**src/rtl/sas_pkg.sv**
```systemverilog
package sas_pkg;

    // ********************************************************
    // Conversion sequence
    // ********************************************************
    localparam int unsigned RES_W        = 12;
    localparam logic [3:0]  P_FIRST      = 4'h1;  // Tracking starts, result shown
    localparam logic [3:0]  P_GATE       = 4'h2;  // Start gate, clock may halt here
    localparam logic [3:0]  P_TRACK_LAST = 4'h3;
    localparam logic [3:0]  P_MSB        = 4'h4;  // First bit trial
    localparam logic [3:0]  P_LAST       = 4'hF;  // LSB trial and result transfer
    localparam logic [11:0] SAR_CLEAR    = 12'h000;
    localparam logic [11:0] SAR_MSB_ONLY = 12'h800;

    // ********************************************************
    // Internal conversion clock
    // ********************************************************
    localparam int unsigned REF_CLK_HZ = 25_000_000;
    localparam int unsigned INT_CLK_HZ = 300_000;
    localparam int unsigned INT_DIV    = REF_CLK_HZ / INT_CLK_HZ;

    // ********************************************************
    // Register map, byte addresses
    // ********************************************************
    localparam int unsigned ADR_W      = 4;
    localparam logic [3:0]  ADR_CTRL   = 4'h0;
    localparam logic [3:0]  ADR_STATUS = 4'h4;
    localparam logic [3:0]  ADR_RESULT = 4'h8;
    localparam int unsigned CTRL_EXT_BIT = 0;
    localparam int unsigned ST_DONE_BIT  = 0;
    localparam int unsigned ST_PER_LSB   = 1;
    localparam int unsigned ST_HALT_BIT  = 5;
    localparam logic        CTRL_EXT_RST = 1'b0;

    // ********************************************************
    // Carriers
    // ********************************************************
    typedef struct packed {
        logic             cyc;
        logic             stb;
        logic             we;
        logic [ADR_W-1:0] adr;
        logic [3:0]       sel;
        logic [31:0]      dat;
    } sas_wb_req_t;

    typedef struct packed {
        logic             track;    // Sampling network on analog_in
        logic             autobal;  // Comparator autobalance
        logic [RES_W-1:0] trial;    // Capacitors tied to the upper reference
    } sas_afe_t;

endpackage

```
**src/rtl/sas_seq.sv**
```systemverilog
`timescale 1ns/1ps
module sas_seq import sas_pkg::*; #(
    parameter int unsigned DIV = INT_DIV
) (
    // Clock and reset
    input  wire logic              ref_clk,
    input  wire logic              rst_b,
    // Wishbone slave
    input  wire sas_wb_req_t       wb_req,
    output logic [31:0]            wb_dat_o,
    output logic                   wb_ack_o,
    // Conversion control pins
    input  wire logic              start_conv_n,
    input  wire logic              ext_clk_pin,
    output logic                   conv_done_flag,
    // Result pins, bit 11 is result_msb, bit 0 is result_lsb
    input  wire logic              high_byte_out_en_n,
    input  wire logic              low_nibble_out_en_n,
    output logic [RES_W-1:0]       result_o,
    output logic                   result_hi_oe_n,
    output logic                   result_lo_oe_n,
    // Analog front end
    input  wire logic              comp_hi,
    output sas_afe_t               afe
);

    typedef struct packed {
        logic [3:0]       period;
        logic             hold;
        logic             start_seen;
        logic             done;
        logic [RES_W-1:0] sar;
        logic [RES_W-1:0] result;
        logic             ext_sel;
        logic             ack;
        logic [31:0]      rdat;
        logic [1:0]       start_conv_n_s;
        logic [1:0]       comp_s;
        logic [1:0]       oem_s;
        logic [1:0]       oel_s;
    } sas_st_t;

    sas_st_t s_r;
    sas_st_t s_nxt;
    logic    tick;
    logic    start_conv_n_low;
    logic    comp_bit;
    logic    bus_req;

    // ********************************************************
    // Conversion clock source
    // ********************************************************
    // Internal clock stops while parked in period 2
    sas_conv_clk #(
        .DIV         (DIV)
    ) u_clk (
        .ref_clk     (ref_clk),
        .rst_b       (rst_b),
        .ext_sel     (s_r.ext_sel),
        .run         (~s_r.hold),
        .ext_clk_pin (ext_clk_pin),
        .tick        (tick)
    );

    // Synchronised pin levels, second stage only
    assign start_conv_n_low = ~s_r.start_conv_n_s[1];
    assign comp_bit = s_r.comp_s[1];
    assign bus_req  = wb_req.cyc & wb_req.stb & ~s_r.ack;

    // ********************************************************
    // Next state
    // ********************************************************
    always_comb begin
        logic [3:0] k;
        k            = P_LAST - s_r.period;
        s_nxt        = s_r;
        s_nxt.start_conv_n_s = {s_r.start_conv_n_s[0], start_conv_n};
        s_nxt.comp_s = {s_r.comp_s[0], comp_hi};
        s_nxt.oem_s  = {s_r.oem_s[0], high_byte_out_en_n};
        s_nxt.oel_s  = {s_r.oel_s[0], low_nibble_out_en_n};

        // Start is only looked at once period 15 is over
        if (s_r.period == P_FIRST && start_conv_n_low) begin
            s_nxt.start_seen = 1'b1;
        end

        // Parked in period 2: a start drops the flag and releases the gate
        if (s_r.hold && start_conv_n_low) begin
            s_nxt.hold = 1'b0;
            s_nxt.done = 1'b0;
        end

        // Every step happens on a conversion clock rising edge
        if (tick && !s_r.hold) begin
            if (s_r.period == P_FIRST) begin
                s_nxt.period     = P_GATE;
                s_nxt.start_seen = 1'b0;
                if (s_r.start_seen || start_conv_n_low) begin
                    s_nxt.done = 1'b0;
                end else begin
                    s_nxt.hold = 1'b1;
                end
            end else if (s_r.period == P_TRACK_LAST) begin
                s_nxt.period = P_MSB;
                s_nxt.sar    = SAR_MSB_ONLY;
            end else if (s_r.period == P_LAST) begin
                s_nxt.period = P_FIRST;
                s_nxt.result = {s_r.sar[RES_W-1:1], comp_bit};
                s_nxt.done   = 1'b1;
                s_nxt.sar    = SAR_CLEAR;
            end else begin
                s_nxt.period = s_r.period + 4'h1;
                if (s_r.period >= P_MSB) begin
                    // Keep or clear the trial bit, then trial the next one
                    s_nxt.sar[k]      = comp_bit;
                    s_nxt.sar[k - 1'b1] = 1'b1;
                end
            end
        end

        // Bus: one cycle to answer, write lands with the ack
        s_nxt.ack = bus_req;
        if (bus_req) begin
            s_nxt.rdat = 32'h0000_0000;            // Unmapped reads as zero
            if (wb_req.adr == ADR_CTRL) begin
                s_nxt.rdat[CTRL_EXT_BIT] = s_r.ext_sel;
                if (wb_req.we && wb_req.sel[0]) begin
                    s_nxt.ext_sel = wb_req.dat[CTRL_EXT_BIT];
                end
            end else if (wb_req.adr == ADR_STATUS) begin
                s_nxt.rdat[ST_DONE_BIT]              = s_r.done;
                s_nxt.rdat[ST_PER_LSB +: 4]          = s_r.period;
                s_nxt.rdat[ST_HALT_BIT]              = s_r.hold;
            end else if (wb_req.adr == ADR_RESULT) begin
                s_nxt.rdat[RES_W-1:0] = s_r.result;
            end
        end
    end

    // ********************************************************
    // State register
    // ********************************************************
    // Comes out of reset in period 1 with the start gate open
    always_ff @(posedge ref_clk or negedge rst_b) begin
        if (!rst_b) begin
            s_r         <= '0;
            s_r.period  <= P_FIRST;
            s_r.ext_sel <= CTRL_EXT_RST;
            s_r.start_conv_n_s  <= 2'b11;
            s_r.oem_s   <= 2'b11;
            s_r.oel_s   <= 2'b11;
        end else begin
            s_r <= s_nxt;
        end
    end

    // ********************************************************
    // Outputs
    // ********************************************************
    // Data only moves at the period 15 edge, the pad enables follow the pins
    assign result_o       = s_r.result;
    assign result_hi_oe_n = s_r.oem_s[1];
    assign result_lo_oe_n = s_r.oel_s[1];
    assign conv_done_flag = s_r.done;
    assign wb_dat_o       = s_r.rdat;
    assign wb_ack_o       = s_r.ack;

    // Tracking lasts through a halt, since the halt sits in period 2
    always_comb begin
        afe.track   = (s_r.period <= P_TRACK_LAST);
        afe.autobal = (s_r.period <= P_TRACK_LAST);
        afe.trial   = afe.track ? SAR_CLEAR : s_r.sar;
    end
endmodule

```
**src/rtl/sas_conv_clk.sv**
```systemverilog
`timescale 1ns/1ps
module sas_conv_clk import sas_pkg::*; #(
    parameter int unsigned DIV = INT_DIV
) (
    // Clock and reset
    input  wire logic ref_clk,
    input  wire logic rst_b,
    // Control
    input  wire logic ext_sel,
    input  wire logic run,
    // External conversion clock pin
    input  wire logic ext_clk_pin,
    // Rising edge of the conversion clock
    output logic      tick
);

    typedef struct packed {
        logic [15:0] cnt;
        logic        xs1;
        logic        xs2;
        logic        xs3;
        logic        tick;
    } sas_clk_st_t;

    sas_clk_st_t s_r;
    sas_clk_st_t s_nxt;

    // ********************************************************
    // Divider and external edge detect
    // ********************************************************
    // Internal clock restarts from zero, so a halted period 2 is stretched
    always_comb begin
        s_nxt      = s_r;
        s_nxt.xs1  = ext_clk_pin;
        s_nxt.xs2  = s_r.xs1;
        s_nxt.xs3  = s_r.xs2;
        s_nxt.tick = 1'b0;
        if (ext_sel) begin
            s_nxt.cnt  = '0;
            s_nxt.tick = s_r.xs2 & ~s_r.xs3;  // External clock never halts here
        end else if (!run) begin
            s_nxt.cnt = '0;
        end else if (s_r.cnt == 16'(DIV - 1)) begin
            s_nxt.cnt  = '0;
            s_nxt.tick = 1'b1;
        end else begin
            s_nxt.cnt = s_r.cnt + 16'h0001;
        end
    end

    always_ff @(posedge ref_clk or negedge rst_b) begin
        if (!rst_b) begin
            s_r <= '0;
        end else begin
            s_r <= s_nxt;
        end
    end

    assign tick = s_r.tick;

endmodule

```
**config.mk**
```make
export PLATFORM = sky130hd
export DESIGN_NAME = sas_seq
export DESIGN_NICKNAME = d
export VERILOG_FILES = /design/src/rtl/sas_pkg.sv /design/src/rtl/sas_seq.sv /design/src/rtl/sas_conv_clk.sv
export SDC_FILE = /design/constraint.sdc
export NUM_CORES = 1
export LEC_CHECK = 0
export ABC_AREA = 1
export BUFFER_PORTS_ARGS = -buffer_cell sky130_fd_sc_hd__clkbuf_2
export CORE_MARGIN = 4
export CORE_UTILIZATION = 47
export DETAILED_ROUTE_END_ITERATION = 7
export PLACE_DENSITY = 0.74
export SLEW_MARGIN = 20
export SYNTH_ARGS = -nofsm -noshare
export SYNTH_HDL_FRONTEND = slang
export SYNTH_SLANG_ARGS = --single-unit
export TNS_END_PERCENT = 30
```
**constraint.sdc**
```tcl
create_clock -name ref_clk -period 1.6 [get_ports ref_clk]
set_input_delay 0.24 -clock ref_clk [delete_from_list [all_inputs] [get_ports ref_clk]]
set_output_delay 0.24 -clock ref_clk [all_outputs]
set_load 0.05 [all_outputs]
```
After elaboration in Yosys (flattened, before gate mapping)
Cells that the tools add are included.
{ "totals": {"regBits": 73, "wordCells": 92, "output_inout_bits": 62, "latch_bits": 0, "rom_bits": 0, "memories": 0, "inputBits": 50, "mem_bits_rw": 0} }
{ "classes": {"addsub": 4, "div": 0, "bitwise": 9, "reduce_logical": 13, "mux": 36, "eq_ne": 6, "order_cmp": 6, "n_shift": 0, "n_mul": 0} }
{ "ops": {"columns": ["cell", "count"], "rows": [
  ["two-way mux 12 bit", 7],
  ["two-way mux 16 bit", 3],
  ["two-way mux 27 bit", 1],
  ["two-way mux 24 bit", 1],
  ["adder 16 x 1 -> 16 bit (second input constant)", 1],
  ["equality test 16 x 7 -> 1 bit (second input constant)", 1],
  ["two-way mux 1 bit", 14],
  ["bitwise mux 12 bit", 1],
  ["two-way mux 4 bit", 3],
  ["two-way mux 6 bit", 2],
  ["OR 12 bit", 1],
  ["two-way mux 11 bit", 1],
  ["less-than comparator 4 x 5 -> 1 bit (second input constant)", 2],
  ["demux 1 bit (select 4 bit)", 2],
  ["equality test 4 bit (second input constant)", 2],
  [">= comparator 4 x 1 -> 1 bit (second input constant)", 2],
  ["logical AND 1 bit", 6],
  ["AND reduction 3 bit", 2],
  ["NOT 1 bit", 5],
  ["adder 4 x 1 -> 4 bit (second input constant)", 1],
  ["equality test 4 x 1 -> 1 bit (second input constant)", 1],
  ["equality test 4 x 2 -> 1 bit (second input constant)", 1],
  ["equality test 4 x 3 -> 1 bit (second input constant)", 1],
  [">= comparator 4 x 3 -> 1 bit (second input constant)", 1],
  ["10 further kinds", 12]
]} }

Logic depth before layout (Yosys ltp)
{ "depth": {"ltp_word": 12, "mapped_depth": 9} }

Modules after synthesis
From an unflattened synthesis, not the netlist that was laid out.
{ "unflattened": {"hier_cells": 499, "area_unflattened_um2": 4035.1} }
{ "by_module_without_submodules": {"columns": ["mod", "instances", "seq_area_each_um2", "area_each_um2", "cells_per_inst"], "rows": [
  ["sas_seq", 1, 1335.0, 2950.3, 369],
  ["sas_conv_clk", 1, 500.5, 1084.8, 130]
]} }

Worst setup path before layout
Ideal clock, no wire load.
{ "synth_path": {"path_type": "register to output", "startpoint": "register s_r[71] in the netlist's numbering", "endpoint": "output afe[10] in the netlist's numbering", "path_buffers": 1, "t_arrival_ns": 1.875, "stages_incl_launch_ff": 6, "path_slack_ns": -0.515, "path_cell_list": "dfrtp_1 > inv_2 > nand2_2 > inv_1 > buf_1 > nor2_1"} }
{ "synth_lines": {"columns": ["element", "line_no", "source"], "rows": [
  ["from (decl)", "sas_seq.sv:43", "sas_st_t s_r;"],
  ["from (signal assigned)", "sas_seq.sv:153", "s_r <= s_nxt;"],
  ["to (decl)", "sas_seq.sv:24", "output sas_afe_t afe"]
]} }

==> summary.md <==
| Metric | Value |
|---|---|
| Num CTS Buffers | 9 |
| MaxCap Viol Count | 0 |
| Synth Instances | approximately 490 |
| Commonest non-fill, non-tap cell in the layout | nand2_1 |
| Highest Clock Rate | about 600 MHz |
| Clock transition at path regs | 0.08 ns |
| Unique cell type count in the Yosys netlist | 37 |
| Final nets | 634 |
| WL final | around 10000 µm |
| Worst-skew pair later-pin latency | 0.35 ns |
| Asr flop ratio synth | 1.00 |
| Kind of end point of the critical path | output pin |
| Failing checks | negative setup slack |
| Post-route DRC | 0 |
| DP HPWL | between 6000 and 7000 µm |
| Core footprint | between 8000 and 9000 µm² |
| Worst EP required | 1.36 ns |
| DR vias/cell | a little over 5 |
| H-tree depth | 3 |
| Iter 0 DRT Violations | about 350 |
| Largest net degree at the start of global routing | 74 |
| Worst endpoint data arrival time | ~1.4 ns |
| Die ar. | 9960 µm² |
| YS warnings | 0 |
| Top-area cell type share of the netlist area | 0.417 |
| Num rows | 33 |
| Top cells by area, synth | dfrtp_1 (42%), nand2_1 (11%), buf_4 (8.7%) |
| Post-synth EDFFs | 0 |
| Number of diodes | 0 |
| Critical-path maximum fanout | 7 |
| Hold Crit Class | in -> reg |
| Clk buf depth | 2 |
| Placer Congestion | 0.854 |
| Finish-stage setup viols | 12 |
| Die height | 99.8 µm |
| Crit Path Class | reg -> out |
| Mean Syn Cell Area | 8.02 µm² |
| Static Leak | 2.48 nW |
| Critical path cell sequence | inv_2 > nand2_4 > inv_6 > buf_12 > nor2_2 > buf_8 |
| Vias in the first global route | 3248 |
| Sequential cell area | between 1500 and 2000 µm² |
| Setup ws final | -0.0649 ns |
| Chip width | between 90 and 100 µm |
| WL per Instance | 14.2 µm |
| Status | finished with violations |
| Cell taking the most area after synthesis | dfrtp_1 |
| Worst path max stage delay | roughly 0.37 ns |
| Final ANT Viol Nets | 0 |
| Critical path buffer and inverter count | 4 |
| Minimum clock period | between 1.5 and 2 ns |
| RSZ-0062 raised after global routing | yes |
| Most used DFF post-synth | dfrtp_1 |
| Seq/Total Area, Yosys | 0.463 |
| I/O Buffers | between 50 and 60 |
| Fill cells | between 600 and 700 |
| Final cell count without fillers | approximately 680 |
| Post-placement cell count | 650 |
| Grt ovf | 0 |
| Fin crit share | 1.04 |
| Total track usage | 0.190 |
| CTS Root Buffer Type | clkbuf_8 |
| Starting Density | 0.482 |
| # clock sinks | between 70 and 80 |
| Area taken by multi-input logic gates | 1810 µm² |
| Share of cells above drive strength 1 | 0.297 |
| Final core utilization | 0.620 |
| Io pins | 112 |
| Final Hold Viols | 0 |
| Slew Viols, Final | 0 |
| Power Density | between 900 and 1000 nW/µm² |
| Kind of cell adding the most delay to the critical path | buffers and inverters |
| Fin area | between 5000 and 6000 µm² |
| CTS tree | built |
| CP max-delay cell | dfrtp_1 |
| Startpoint types | flip-flop |
| Most frequent cells in the layout | nand2_1 (117), dfrtp_1 (65), inv_1 (47) |
| Mapped Area | roughly 4000 µm² |
| Vias | 3475 |
| First-pass DRT Iterations | 8 |
| Post-DP Area | roughly 4400 µm² |
| Clk_skew | 0.0102 ns |
| Post-synthesis register bit count | between 70 and 80 |
| First-pass GRT wire length | between 15000 and 20000 µm |
| VDD IR-drop max | around 0.58 mV |
| Initial antenna violation count | 0 |
| Area grow syn2layout | 28.6% |
## registers in the layout (all words and copies together), names as in the netlist
register and cells:
result_lo_oe_n 1, comp_bit 1, u_clk.tick 1, conv_done_flag 1, u_clk.s_r 17, result_o 12
wb_dat_o 12, result_hi_oe_n 1, s_r 20, wb_ack_o 1, s_nxt 4, u_clk.s_nxt 2
## worst register-to-register path: cells and delay by family, from the launching register on
kind | cells | cell delay, ns
simple gates | 3 | 0.35
fa+ha+maj | 1 | 0.17
compound gates | 1 | 0.13
flops | 1 | 0.65
buf+inv | 2 | 0.24
## report_power, final
group	internal, mW	switching [mW]	total (mW)	leakage (nW)
clock network	1.08	0.732	1.82	0.119
registers	1.99	0.151	2.14	0.969
logic	0.444	0.687	1.13	1.40
## path summary, 6_finish.rpt
kind                            slack (ns)  depth (start not counted)            to  startpoint
worst max-delay path                 -0.06                          6        afe[1]     s_r[72]
worst min-delay path                  0.14                          3       s_r[41]   wb_req[0]
worst max register to register       -0.02                          7       s_r[54]     s_r[69]
worst min register to register        0.35                          0      comp_bit    s_nxt[5]
max in group asynchronous             0.83                          3      s_nxt[3]       rst_b
min in group asynchronous             0.44                          3  u_clk.s_r[1]       rst_b
## layer usage
metal | wire (µm) | share of wire | GRT usage | vias to the layer above
li1 | - | - | - | 1663
met1 | 4170 | 0.43 | 0.257 | 1627
met2 | 4630 | 0.48 | 0.308 | 149
met3 | 615 | 0.063 | 0.0375 | 36
met4 | 307 | 0.032 | 0.0651 | 0
met5 | 0 | 0 | 0 | -
## through the flow
step / power (mW) / worst slack [ns] / hold slack [ns] / setup TNS [ns]
6_report: 5.09 / -0.0649 / 0.142 / -0.180
5_1_grt: 5.32 / -0.121 / 0.174 / -2.17
4_1_cts: 4.96 / 0.00419 / 0.150 / 0
3_5_place_dp: 3.12 / -0.0137 / 0.298 / -0.0137
3_3_place_gp: 3.07 / 0.0228 / 0.296 / 0
2_1_floorplan: 2.78 / -0.00236 / -0.0556 / -0.00708
## Yosys cell counts (2+ instances only)
cell	count
nand2_1	121
dfrtp_1	66
nor2_1	53
inv_1	50
buf_4	46
nand3_1	43
o21ai_0	27
a21oi_1	11
ha_1	10
nor3_1	9
dfstp_2	7
o22ai_1	5
inv_2	4
buf_2	3
clkbuf_1	3
nand2_2	3
nand4_1	3
nor2_2	3
nor2_4	3
or2_2	3
a31oi_1	2
nand2_4	2
o21ai_1	2
xnor2_1	2
## timing repair
item / 4_1_cts / 5_1_grt
hold endpoints to repair: 71 / 0
hold buffers: 6 / 0
setup buffers: 5 / 5
gates cloned: 1 / 1
gates resized for setup: 34 / 42
pin swaps: 1 / 5
endpoints found under the setup margin: 20 / 41
## cell type report
type                    count  share of cell area
well taps                 105              0.0258
inverters                  54              0.0413
flip-flops and latches     73               0.361
multi-input cells         334               0.356
clock inverters             6              0.0223
repair buffers            102               0.167
clock buffers              10              0.0270
## logic make-up after synthesis
family,after synthesis,synth area share
and+or+nand+nor,246,0.273
AOI/OAI and AO/OA,52,0.0717
muxes,1,0.00284
xor gates and xnor gates,4,0.0107
buffers and inverters,107,0.146
other,1,0.000947
adders and majority gates,10,0.0316
DFF,73,0.463
No activity file was read; power rests on OpenSTA's default activity.
